`src/verilog/video_overlay_pkg.sv`:
```
// Constants, codes and carrier types for the video output overlay control block
package video_overlay_pkg;

  localparam int GROUP_COUNT = 4;
  localparam int SEL_COUNT   = 2;
  localparam logic [1:0] SEL_MAIN  = 2'h1;
  localparam logic [1:0] SEL_BLACK = 2'h2;
  localparam int TEXT_CHARS  = 16;

  // Timing: times in their own units, cycle counts derived from the clock rate
  localparam int CLOCK_KHZ          = 40000;
  localparam int BLINK_SHORT_MS     = 500;
  localparam int BLINK_LONG_MS      = 1000;
  localparam int BLINK_SHORT_CYCLES = BLINK_SHORT_MS * CLOCK_KHZ;
  localparam int BLINK_LONG_CYCLES  = BLINK_LONG_MS * CLOCK_KHZ;
  localparam int BLINK_CNT_W        = 26;
  localparam int BLINK_CODE_SHORT   = 5;
  localparam int BLINK_CODE_LONG    = 10;

  // Setting ranges
  localparam int LOGO_POS_MIN = -1000;
  localparam int LOGO_POS_MAX = 0;
  localparam int PCT_MIN      = 0;
  localparam int PCT_MAX      = 100;
  localparam int MOVE_LIMIT   = 252;
  localparam int PERIOD_MIN   = 1;
  localparam int PERIOD_MAX   = 16;

  // Video and audio codes
  localparam logic [9:0]  BLANK_LUMA     = 10'h040;
  localparam logic [9:0]  BLANK_CHROMA   = 10'h200;
  localparam logic [9:0]  LUMA_40        = 10'h19E;
  localparam logic [9:0]  LUMA_50        = 10'h1F6;
  localparam logic [9:0]  LUMA_100       = 10'h3AC;
  localparam logic [9:0]  MASK_8BIT      = 10'h3FC;
  localparam logic [15:0] MASK_QUANT4    = 16'hFFFC;
  localparam logic [23:0] MASK_20BIT     = 24'hFF_FFF0;
  localparam logic [2:0]  EMPH_BITS_NONE = 3'h4;
  localparam logic [2:0]  EMPH_BITS_CD   = 3'h6;
  localparam logic [2:0]  EMPH_BITS_CCIT = 3'h7;
  localparam logic [15:0] LFSR_SEED      = 16'hACE1;
  localparam logic [15:0] LFSR_TAPS      = 16'hB400;

  typedef enum logic [1:0] {EMPHASIS_OFF = 2'b00, EMPHASIS_CD = 2'b01,
                            EMPHASIS_CCITT = 2'b10} emphasis_type;
  typedef enum logic [1:0] {FRAME_ALIGNMENT = 2'b00, UNLOCKED_ALIGNMENT = 2'b01,
                            ASYNCHRONOUS_ALIGNMENT = 2'b10} alignment_type;
  typedef enum logic [1:0] {STD_525_143 = 2'b00, STD_525_270 = 2'b01,
                            STD_625_270 = 2'b10} standard_type;
  typedef enum logic [1:0] {LEVEL_BLACK = 2'b00, LEVEL_GRAY = 2'b01,
                            HALF_LEVEL_FLAT_FIELD = 2'b10, LEVEL_WHITE = 2'b11} level_type;
  typedef enum logic [4:0] {
    OP_NONE = 5'b00000, OP_GROUP_ON = 5'b00001, OP_EMPHASIS = 5'b00010,
    OP_WORD_WIDTH = 5'b00011, OP_ALIGNMENT = 5'b00100, OP_LOGO_ON = 5'b00101,
    OP_LOGO_H = 5'b00110, OP_LOGO_V = 5'b00111, OP_LOGO_SAVE = 5'b01000,
    OP_MOVE_H = 5'b01001, OP_MOVE_V = 5'b01010, OP_MOVE_PERIOD = 5'b01011,
    OP_RANDOM = 5'b01100, OP_BLINK_ON = 5'b01101, OP_BLINK_PERIOD = 5'b01110,
    OP_TEXT_ON = 5'b01111, OP_TEXT_CHAR = 5'b10000, OP_TEXT_H = 5'b10001,
    OP_TEXT_V = 5'b10010, OP_TEXT_SAVE = 5'b10011, OP_LUMA_ON = 5'b10100,
    OP_CB_ON = 5'b10101, OP_CR_ON = 5'b10110, OP_WORD_WIDTH_VIDEO = 5'b10111,
    OP_EDH = 5'b11000, OP_AV_SYNC = 5'b11001, OP_STANDARD = 5'b11010,
    OP_LEVEL = 5'b11011, OP_CIRCLE_ON = 5'b11100, OP_CIRCLE_DIA = 5'b11101
  } op_type;

  typedef struct packed {
    op_type             op;
    logic [1:0]         sel;
    logic [3:0]         index;
    logic signed [15:0] value;
  } cmd_type;

  typedef struct packed {
    logic          on;
    emphasis_type  emphasis;
    logic          wide24;
    alignment_type alignment;
  } audio_group_type;

  typedef struct packed {
    audio_group_type [SEL_COUNT-1:0][GROUP_COUNT-1:0] embeddedAudio;
    logic                      logoOn;
    logic signed [10:0]        logoH;
    logic signed [10:0]        logoV;
    logic                      textOn;
    logic [6:0]                textH;
    logic [6:0]                textV;
    logic [TEXT_CHARS*8-1:0]   textData;
    logic                      circleOn;
    logic [6:0]                circleDia;
    logic signed [8:0]         moveH;
    logic signed [8:0]         moveV;
    logic [3:0]                periodM1;
    logic                      randomOn;
    logic                      blinkOn;
    logic                      blinkLong;
    logic                      lumaOn;
    logic                      cbOn;
    logic                      crOn;
    logic [SEL_COUNT-1:0]      tenBit;
    logic [SEL_COUNT-1:0]      edhOn;
    logic                      avSyncMeasureMode;
    standard_type              blackStd;
    level_type                 blackLevel;
  } settings_type;

  typedef struct packed {
    logic                    textKind;
    logic signed [10:0]      posH;
    logic signed [10:0]      posV;
    logic [TEXT_CHARS*8-1:0] text;
  } save_type;

  typedef struct packed {
    settings_type             pending;
    settings_type             active;
    logic [BLINK_CNT_W-1:0]   blinkCnt;
    logic                     blinkShow;
    logic [3:0]               fieldCnt;
    logic [15:0]              lfsr;
    logic signed [11:0]       scrollH;
    logic signed [11:0]       scrollV;
    logic                     logoVis;
    logic                     textVis;
    logic                     circleVis;
    save_type [1:0]           saveBuf;
    logic [1:0]               saveCount;
    logic                     saveValid;
    logic                     cmdReady;
    logic                     fitted;
    logic                     pixValid;
    logic [9:0]               pixOut;
    logic [9:0]               blackLuma;
    logic                     smpValid;
    logic [23:0]              smpOut;
    logic [2:0]               emphBits;
    alignment_type            alignBits;
  } state_type;

  function automatic settings_type settingsReset();
    settings_type r;
    r = '0;
    for (int i = 0; i < SEL_COUNT; i++) begin
      for (int g = 0; g < GROUP_COUNT; g++) begin
        r.embeddedAudio[i][g].on = 1'b1;
      end
    end
    r.lumaOn   = 1'b1;
    r.cbOn     = 1'b1;
    r.crOn     = 1'b1;
    r.tenBit   = 2'h3;
    r.blackStd = STD_525_270;
    return r;
  endfunction

endpackage
```
`src/verilog/video_overlay_control.sv`:
```
// Overlay, scroll, audio status and output setting control for the video generator
//
// Function
// - Audio group settings kept separately per group one-four and per output selector.
// - Emphasis choice only sets channel status bits; samples pass unfiltered.
// - Each group formats its samples at 20 or 24 bits as chosen.
// - Each group reports frame-locked, unlocked or asynchronous sample alignment.
// - Logo position spans minus 100 to 0 percent in tenth-percent steps.
// - Logo save emits current logo position to storage, no argument.
// - Horizontal scroll spans minus to plus 252 in four-sample steps.
// - Vertical scroll spans minus to plus 252 lines in one-line steps.
// - Scroll step applied once every N fields, N from 1 to 16.
// - Random scrolling can be switched on and off and read back.
// - One blink enable hides and shows logo, text and circle together.
// - Blink interval is half a second or one second.
// - Text overlay shows a programmable string, enabled on its own.
// - Text position spans 0 to 100 percent in one-percent steps.
// - Text save emits current string and position to storage.
// - Luma and both colour-difference components each switch on and off.
// - Each output selector carries 8-bit or 10-bit video as chosen.
// - EDH insertion enabled per output selector and readable back.
// - Audio/video timing measurement mode switches on main output.
// - Black output standard is 525/143, 525/270 or 625/270.
// - Black output level is black, 40, 50 or 100 percent field.
// - Black option presence reported; black settings accepted only when fitted.
// - Circle diameter 0 to 100 percent of height, gated by blink.
`timescale 1ns/10ps

module video_overlay_control
  import video_overlay_pkg::*;
#(
  parameter int BLINK_SHORT = BLINK_SHORT_CYCLES,
  parameter int BLINK_LONG  = BLINK_LONG_CYCLES
) (
  input  wire logic         mclk,
  input  wire logic         rst_n,
  input  wire cmd_type      cmd,
  input  wire logic         cmdValid,
  output logic              cmdReady,
  input  wire logic         blackOutputOption,
  input  wire logic         fieldStart,
  input  wire logic         pixelValid,
  input  wire logic [1:0]   pixelComp,
  input  wire logic [9:0]   pixelData,
  input  wire logic         sampleValid,
  input  wire logic [1:0]   sampleSel,
  input  wire logic [2:0]   sampleGroup,
  input  wire logic [23:0]  sampleData,
  input  wire logic         saveReady,
  output settings_type      settings,
  output logic              blackFitted,
  output logic              logoVisible,
  output logic              textVisible,
  output logic              circleVisible,
  output logic signed [11:0] scrollH,
  output logic signed [11:0] scrollV,
  output logic              pixelOutValid,
  output logic [9:0]        pixelOut,
  output logic [9:0]        blackLuma,
  output logic              sampleOutValid,
  output logic [23:0]       sampleOut,
  output logic [2:0]        emphasisBits,
  output alignment_type     alignmentBits,
  output save_type          saveData,
  output logic              saveValid
);

  // Refuse blink counts the counter cannot hold or that would never toggle
  if (BLINK_SHORT < 1 || BLINK_LONG < 1 ||
      BLINK_SHORT >= (1 << BLINK_CNT_W) || BLINK_LONG >= (1 << BLINK_CNT_W)) begin : g_chk
    $error("Blink cycle counts out of range");
  end

  localparam logic [BLINK_CNT_W-1:0] SHORT_LAST = BLINK_CNT_W'(BLINK_SHORT - 1);
  localparam logic [BLINK_CNT_W-1:0] LONG_LAST  = BLINK_CNT_W'(BLINK_LONG - 1);

  state_type s;
  state_type next_s;

  // Saturate a command argument into its documented range
  function automatic logic signed [15:0] clampValue(input logic signed [15:0] v,
                                                    input int lo, input int hi);
    if (v < lo) begin
      return 16'(lo);
    end else if (v > hi) begin
      return 16'(hi);
    end
    return v;
  endfunction

  // Clamp to the scroll range and round toward zero onto a multiple of four
  function automatic logic signed [8:0] quantFour(input logic signed [15:0] v);
    logic signed [15:0] t;
    logic signed [15:0] m;
    t = clampValue(v, -MOVE_LIMIT, MOVE_LIMIT);
    m = (t < 0) ? -t : t;
    m = m & MASK_QUANT4;
    return 9'((t < 0) ? -m : m);
  endfunction

  function automatic logic [9:0] levelCode(input level_type l);
    case (l)
      LEVEL_GRAY:            return LUMA_40;
      HALF_LEVEL_FLAT_FIELD: return LUMA_50;
      LEVEL_WHITE:           return LUMA_100;
      default:               return BLANK_LUMA;
    endcase
  endfunction

  function automatic logic [2:0] emphasisCode(input emphasis_type e);
    case (e)
      EMPHASIS_CD:    return EMPH_BITS_CD;
      EMPHASIS_CCITT: return EMPH_BITS_CCIT;
      default:        return EMPH_BITS_NONE;
    endcase
  endfunction

  // Next-state logic for the whole block
  always_comb begin
    logic                     take;
    logic                     mainOk;
    logic                     selOk;
    logic                     blackOk;
    logic                     grpOk;
    logic                     si;
    logic [1:0]               gi;
    logic                     pop;
    logic                     push;
    save_type                 rec;
    logic signed [15:0]       lv;
    logic signed [8:0]        stepH;
    logic signed [8:0]        stepV;
    logic [BLINK_CNT_W-1:0]   last;
    logic                     compOn;
    logic [9:0]               pix;
    logic [1:0]               sg;
    logic                     ss;
    audio_group_type          ag;
    take    = 1'b0;
    mainOk  = 1'b0;
    selOk   = 1'b0;
    blackOk = 1'b0;
    grpOk   = 1'b0;
    si      = 1'b0;
    gi      = 2'h0;
    pop     = 1'b0;
    push    = 1'b0;
    rec     = '0;
    lv      = '0;
    stepH   = '0;
    stepV   = '0;
    last    = '0;
    compOn  = 1'b0;
    pix     = '0;
    sg      = 2'h0;
    ss      = 1'b0;
    ag      = '0;
    next_s  = s;

    next_s.fitted = blackOutputOption;

    // Decode one command into the pending copy of the settings
    take    = cmdValid && s.cmdReady;
    mainOk  = (cmd.sel == SEL_MAIN);
    blackOk = (cmd.sel == SEL_BLACK) && s.fitted;
    selOk   = mainOk || blackOk;
    si      = (cmd.sel == SEL_BLACK);
    grpOk   = (cmd.index >= 4'h1) && (cmd.index <= 4'h4);
    gi      = 2'(cmd.index - 4'h1);
    lv      = cmd.value;
    if (take) begin
      case (cmd.op)
        OP_GROUP_ON: begin
          if (selOk && grpOk) next_s.pending.embeddedAudio[si][gi].on = lv[0];
        end
        OP_EMPHASIS: begin
          if (selOk && grpOk && lv <= 16'sh0002) begin
            next_s.pending.embeddedAudio[si][gi].emphasis = emphasis_type'(lv[1:0]);
          end
        end
        OP_WORD_WIDTH: begin
          if (selOk && grpOk && (lv == 16'sd20 || lv == 16'sd24)) begin
            next_s.pending.embeddedAudio[si][gi].wide24 = (lv == 16'sd24);
          end
        end
        OP_ALIGNMENT: begin
          if (selOk && grpOk && lv <= 16'sh0002) begin
            next_s.pending.embeddedAudio[si][gi].alignment = alignment_type'(lv[1:0]);
          end
        end
        OP_LOGO_ON:   if (mainOk) next_s.pending.logoOn = lv[0];
        OP_LOGO_H: begin
          if (mainOk) next_s.pending.logoH = 11'(clampValue(lv, LOGO_POS_MIN, LOGO_POS_MAX));
        end
        OP_LOGO_V: begin
          if (mainOk) next_s.pending.logoV = 11'(clampValue(lv, LOGO_POS_MIN, LOGO_POS_MAX));
        end
        OP_LOGO_SAVE: begin
          if (mainOk) begin
            push     = 1'b1;
            rec.posH = s.active.logoH;
            rec.posV = s.active.logoV;
          end
        end
        OP_MOVE_H:  if (mainOk) next_s.pending.moveH = quantFour(lv);
        OP_MOVE_V: begin
          if (mainOk) next_s.pending.moveV = 9'(clampValue(lv, -MOVE_LIMIT, MOVE_LIMIT));
        end
        OP_MOVE_PERIOD: begin
          if (mainOk) next_s.pending.periodM1 =
            4'(clampValue(lv, PERIOD_MIN, PERIOD_MAX) - 16'sd1);
        end
        OP_RANDOM:   if (mainOk) next_s.pending.randomOn = lv[0];
        OP_BLINK_ON: if (mainOk) next_s.pending.blinkOn = lv[0];
        OP_BLINK_PERIOD: begin
          // Argument in tenths of a second; any other figure is ignored
          if (mainOk && (lv == BLINK_CODE_SHORT || lv == BLINK_CODE_LONG)) begin
            next_s.pending.blinkLong = (lv == BLINK_CODE_LONG);
          end
        end
        OP_TEXT_ON: if (mainOk) next_s.pending.textOn = lv[0];
        OP_TEXT_CHAR: begin
          if (mainOk) next_s.pending.textData[cmd.index*8 +: 8] = lv[7:0];
        end
        OP_TEXT_H: if (mainOk) next_s.pending.textH = 7'(clampValue(lv, PCT_MIN, PCT_MAX));
        OP_TEXT_V: if (mainOk) next_s.pending.textV = 7'(clampValue(lv, PCT_MIN, PCT_MAX));
        OP_TEXT_SAVE: begin
          if (mainOk) begin
            push         = 1'b1;
            rec.textKind = 1'b1;
            rec.posH     = 11'(s.active.textH);
            rec.posV     = 11'(s.active.textV);
            rec.text     = s.active.textData;
          end
        end
        OP_LUMA_ON: if (mainOk) next_s.pending.lumaOn = lv[0];
        OP_CB_ON:   if (mainOk) next_s.pending.cbOn = lv[0];
        OP_CR_ON:   if (mainOk) next_s.pending.crOn = lv[0];
        OP_WORD_WIDTH_VIDEO: begin
          if (selOk && (lv == 16'sd8 || lv == 16'sd10)) begin
            next_s.pending.tenBit[si] = (lv == 16'sd10);
          end
        end
        OP_EDH:     if (selOk) next_s.pending.edhOn[si] = lv[0];
        OP_AV_SYNC: if (mainOk) next_s.pending.avSyncMeasureMode = lv[0];
        OP_STANDARD: begin
          if (blackOk && lv <= 16'sh0002) next_s.pending.blackStd = standard_type'(lv[1:0]);
        end
        OP_LEVEL: begin
          if (blackOk && lv <= 16'sh0003) next_s.pending.blackLevel = level_type'(lv[1:0]);
        end
        OP_CIRCLE_ON: if (mainOk) next_s.pending.circleOn = lv[0];
        OP_CIRCLE_DIA: begin
          if (mainOk) next_s.pending.circleDia = 7'(clampValue(lv, PCT_MIN, PCT_MAX));
        end
        default: begin
        end
      endcase
    end

    // Two-entry save buffer; a full buffer stalls every command, not only saves
    pop = s.saveValid && saveReady;
    if (pop) begin
      next_s.saveBuf[0] = s.saveBuf[1];
      next_s.saveBuf[1] = '0;
    end
    next_s.saveCount = s.saveCount - 2'(pop);
    if (push) begin
      next_s.saveBuf[next_s.saveCount[0]] = rec;
      next_s.saveCount = next_s.saveCount + 2'h1;
    end
    next_s.saveValid = (next_s.saveCount != 2'h0);
    next_s.cmdReady  = (next_s.saveCount != 2'h2);

    // Field boundary: commit pending settings and advance the scroll
    if (fieldStart) begin
      next_s.active = next_s.pending;
      next_s.lfsr   = {s.lfsr[14:0], ^(s.lfsr & LFSR_TAPS)};
      if (s.fieldCnt >= s.active.periodM1) begin
        next_s.fieldCnt = 4'h0;
        if (s.active.randomOn) begin
          // Random steps stay inside the same ranges and quantisation
          stepH = quantFour(16'(signed'({1'b0, s.lfsr[7:0]})) - 16'sd128);
          stepV = 9'(clampValue(16'(signed'({1'b0, s.lfsr[15:8]})) - 16'sd128,
                                -MOVE_LIMIT, MOVE_LIMIT));
        end else begin
          stepH = s.active.moveH;
          stepV = s.active.moveV;
        end
        next_s.scrollH = s.scrollH + 12'(stepH);
        next_s.scrollV = s.scrollV + 12'(stepV);
      end else begin
        next_s.fieldCnt = s.fieldCnt + 4'h1;
      end
    end

    // Blink timer; restarts in the shown phase whenever blinking is off
    last = s.active.blinkLong ? LONG_LAST : SHORT_LAST;
    if (!s.active.blinkOn) begin
      next_s.blinkCnt  = '0;
      next_s.blinkShow = 1'b1;
    end else if (s.blinkCnt >= last) begin
      next_s.blinkCnt  = '0;
      next_s.blinkShow = !s.blinkShow;
    end else begin
      next_s.blinkCnt = s.blinkCnt + 1'b1;
    end
    next_s.logoVis   = s.active.logoOn && s.blinkShow;
    next_s.textVis   = s.active.textOn && s.blinkShow;
    next_s.circleVis = s.active.circleOn && s.blinkShow;

    // Main video path: component gating, then 8-bit truncation if chosen
    case (pixelComp)
      2'h0:    compOn = s.active.lumaOn;
      2'h1:    compOn = s.active.cbOn;
      2'h2:    compOn = s.active.crOn;
      default: compOn = 1'b0;
    endcase
    if (!compOn) begin
      pix = (pixelComp == 2'h0) ? BLANK_LUMA : BLANK_CHROMA;
    end else begin
      pix = pixelData;
    end
    next_s.pixValid = pixelValid;
    next_s.pixOut   = s.active.tenBit[0] ? pix : (pix & MASK_8BIT);
    next_s.blackLuma = !s.fitted ? BLANK_LUMA :
                       (s.active.tenBit[1] ? levelCode(s.active.blackLevel) :
                        (levelCode(s.active.blackLevel) & MASK_8BIT));

    // Audio path: width formatting and status bits; samples never filtered
    ss = (sampleSel == SEL_BLACK);
    sg = 2'(sampleGroup - 3'h1);
    ag = s.active.embeddedAudio[ss][sg];
    next_s.smpValid  = sampleValid && ag.on &&
                       (sampleGroup >= 3'h1) && (sampleGroup <= 3'h4) &&
                       (!ss || s.fitted);
    next_s.smpOut    = ag.wide24 ? sampleData : (sampleData & MASK_20BIT);
    next_s.emphBits  = emphasisCode(ag.emphasis);
    next_s.alignBits = ag.alignment;

    // Synchronous reset
    if (!rst_n) begin
      next_s           = '0;
      next_s.pending   = settingsReset();
      next_s.active    = settingsReset();
      next_s.blinkShow = 1'b1;
      next_s.lfsr      = LFSR_SEED;
      next_s.cmdReady  = 1'b1;
      next_s.blackLuma = BLANK_LUMA;
      next_s.emphBits  = EMPH_BITS_NONE;
    end
  end

  // State register
  always_ff @(posedge mclk) begin
    s <= next_s;
  end

  // Outputs straight from the state flops
  assign cmdReady       = s.cmdReady;
  assign settings       = s.active;
  assign blackFitted    = s.fitted;
  assign logoVisible    = s.logoVis;
  assign textVisible    = s.textVis;
  assign circleVisible  = s.circleVis;
  assign scrollH        = s.scrollH;
  assign scrollV        = s.scrollV;
  assign pixelOutValid  = s.pixValid;
  assign pixelOut       = s.pixOut;
  assign blackLuma      = s.blackLuma;
  assign sampleOutValid = s.smpValid;
  assign sampleOut      = s.smpOut;
  assign emphasisBits   = s.emphBits;
  assign alignmentBits  = s.alignBits;
  assign saveData       = s.saveBuf[0];
  assign saveValid      = s.saveValid;

endmodule

```
`config.mk`:
```
export PLATFORM = sky130hd
export DESIGN_NAME = video_overlay_control
export DESIGN_NICKNAME = d
export VERILOG_FILES = /design/src/verilog/video_overlay_pkg.sv /design/src/verilog/video_overlay_control.sv
export SDC_FILE = /design/constraint.sdc
export NUM_CORES = 2
export LEC_CHECK = 0
export ABC_AREA = 1
export BUFFER_PORTS_ARGS = -buffer_cell sky130_fd_sc_hd__buf_2
export CAP_MARGIN = 20
export CORE_UTILIZATION = 55
export DETAILED_ROUTE_END_ITERATION = 8
export PLACE_DENSITY = 0.76
export SLEW_MARGIN = 40
export SYNTH_ARGS = -nofsm -noshare
export SYNTH_HDL_FRONTEND = slang
export SYNTH_SLANG_ARGS = --single-unit
```
`constraint.sdc`:
```
create_clock -name mclk -period 5.5 [get_ports mclk]
set_input_delay 1.1 -clock mclk [delete_from_list [all_inputs] [get_ports mclk]]
set_output_delay 1.1 -clock mclk [all_outputs]
set_load 0.01 [all_outputs]
```
==> qor.yml <==
outcome: "finished clean"
final_core_util_pct: 59.6
root_buffer: "clkbuf_16"
synthArstFlopShare_pct: 0
core_sq_um: 79000
cts_htree_levels: 3
io_pins: 567
hold_viol_final: 0
clock_path_buffers: 3
max_freq_ghz: 0.267
start_util_pct: 55.5
top_layer_used: "met5"
vias: 38000
holdWs_ps: 450
leakage_nw: 20.9
cts_made_buffers: 100
clock_skew_ps: 46.6
worstPathMaxFanout: 21
post_cts_buffers: 0
synth_seq_area_share_pct: 43.2
gp_congestion: 0.975
num-fill-cells: 7087
wl_um: 131000
synth_top_cell_by_area: "dfxtp_1"
fin_ws_ps: 1750
grt_pass1_vias: 34500
syn_avg_cell_area_sq_um: 7.53
drive_gt1_share_pct: 15.6
met2_length_um: 57800
routedLengthMet1_um: 57100
fin_setup_tns_ps: 0
cts_tree: "built"
setup_viol: 0
start_kind: "flop"
ys_ff_latch: 946
grt_start_max_net_pins: 243
drtIter0Drc: 3505
clock_latency_ps: 690
relSlewSlack_pct: 43.4
post-place-ws_ps: 1460
placed_cells: 6657
areaGrowthSynthToFinish_pct: 7.33
cts_hold_buffers: 0
drv_cap: 0
firstDrtPassIters: 8
crit_path_end_kind: "flop"
ys_types: 71
num_rows: 103
clk_pin_slew_ps: 60
ctsResizeCount: 0
period_needed_ps: 3750
rsz0062_at_grt: "false"
finalNonFillerCells: 6850
die_h_um: 284
antenna_found_initial: 10
cp.required_ps: 6040
dieArea_sq_um: 80900
cts_sinks: 946
ys_top_cells_by_area: "dfxtp_1 43%, nand2_1 9.2%, buf_4 8.6%"
syn-instance-count: 5831
synth_edf_count: 0
criticalPathCategory: "flop to flop"
worst_pin_slew_ps: 849
fin_crit_sh_pct: 68.2
final_area_sq_um: 47100
wl_per_cell_um: 19.1
drc: 0
power.density_nw_per_um2: 343
synth_fp_nets: 5968
ant_nets: 0
hp-class: "flop to flop"
synthFlopType: "dfxtp_1"
grt_usage_pct: 31.1
via_per_inst: 5.55
finalPower_mw: 16.1
io_buffers: 564
dpl_cell_area_sq_um: 43300
yosysWarnings: 0
grt_pass1_wl_um: 200000
dp_hpwl_um: 89400
gr-total-overflow: 0
worstPathArrival_ps: 4290
syn_area_sq_um: 43900
yosysTopAreaCellShare_pct: 43.2
wl_met3_um: 11300
ir_drop_uv: 254
maxSlewViolCount: 0
die_w_um: 284
nNetsFinal: 5849
-- sequential cells by signal, indices dropped and copies added, names as in the netlist --
name and count:
scrollV 12, textVisible 1, settings 259, circleVisible 1
emphasisBits 2, scrollH 12, sampleOut 24, saveValid 1
sampleOutValid 1, pixelOut 10, pixelOutValid 1, blackFitted 1
saveData 151, s 459, blackLuma 7, alignmentBits 2
cmdReady 1, logoVisible 1
-- worst paths after layout --
kind	slack [ps]	endpoint	startpoint	depth (start not counted)
worst max-delay path	1750	scrollH[10]	settings[14]	15
worst max register to register	1750	scrollH[10]	settings[14]	15
worst min-delay path	450	s[406]	s[406]	1
worst min register to register	450	s[406]	s[406]	1
-- metal layers --
metal  up-vias  GRT usage (%)
met5         -              0
met4         8           12.4
met3       256           5.30
met2      1642           47.2
met1     17800           43.7
li1      18300              -
-- cell usage after synthesis (7+ instances only) --
cell type / count
nor3b_1: 11
o22ai_1: 21
o211ai_1: 152
inv_1: 599
xor2_1: 19
clkbuf_1: 252
clkinv_1: 7
o21ai_0: 371
nor3_2: 11
a311oi_1: 142
nor2_4: 13
or2_2: 8
inv_2: 26
o21ai_1: 25
a21oi_1: 535
nor2_2: 19
nand2_1: 1076
dfxtp_1: 946
buf_6: 11
xnor2_1: 15
buf_4: 501
buf_2: 41
nand3_1: 258
nand4_1: 16
nor3_1: 32
o31ai_1: 9
nor2_1: 503
nand2_2: 21
mux2i_1: 27
buf_1: 17
a31oi_1: 7
ha_1: 59
-- power breakdown --
part | switching (mW) | total [mW] | internal [mW]
clock | 2.97 | 7.40 | 4.43
combinational | 1.11 | 1.52 | 0.411
sequential | 0.196 | 7.22 | 7.02
total | 4.28 | 16.1 | 11.9
-- worst max-delay path: stages, from the launching register on --
cell and delay (ps):
dfxtp_1 830, inv_1 440, a21oi_1 250, o21ai_0 100, o21ai_0 120, ha_1 340, a21oi_1 130, o21ai_0 160
a21o_1 200, a21oi_1 200, o21ai_0 180, a21oi_1 170, o21ai_0 100, xor2_1 160, o21ai_0 150, inv_1 60
-- kinds of logic (layout without fill, tap and decap cells) --
kind of cell,Yosys count,after routing,synth area share [%]
multiplexers,29,29,0.667
AND/OR/NAND/NOR,1999,1999,19.2
adder cells (fa/ha/maj),61,61,1.77
XOR/XNOR,35,35,0.716
flip-flops,946,946,43.2
buffers and inverters,1458,1420,17.1
AO/OA/AOI/OAI,1301,1301,17.4
other,2,9,0.0171
-- placed cells by master (no fill, tap or decap), types with 59 or more instances in the layout --
master     Yosys  layout
nand3_1      258     257
clkbuf_16      0     101
a311oi_1     142     142
a21oi_1      535     535
inv_1        599     598
ha_1          59      59
o211ai_1     152     152
nor2_1       503     502
dfxtp_1      946     946
o21ai_0      371     371
nand2_1     1076    1075
buf_2         41     562
-- layout make-up --
class                           count  area, sq um  area share, %
Clock buffer                      124         2750           5.85
Tap cell                         1050         1310           2.79
Sequential cell                   946        18900           40.2
Inverter                          634         2390           5.08
Antenna cell                        7         17.5         0.0372
Clock inverter                     59          888           1.89
Multi-Input combinational cell   3427        17500           37.1
Timing Repair Buffer              603         3320           7.06
Power figures use the tool's default switching activity.
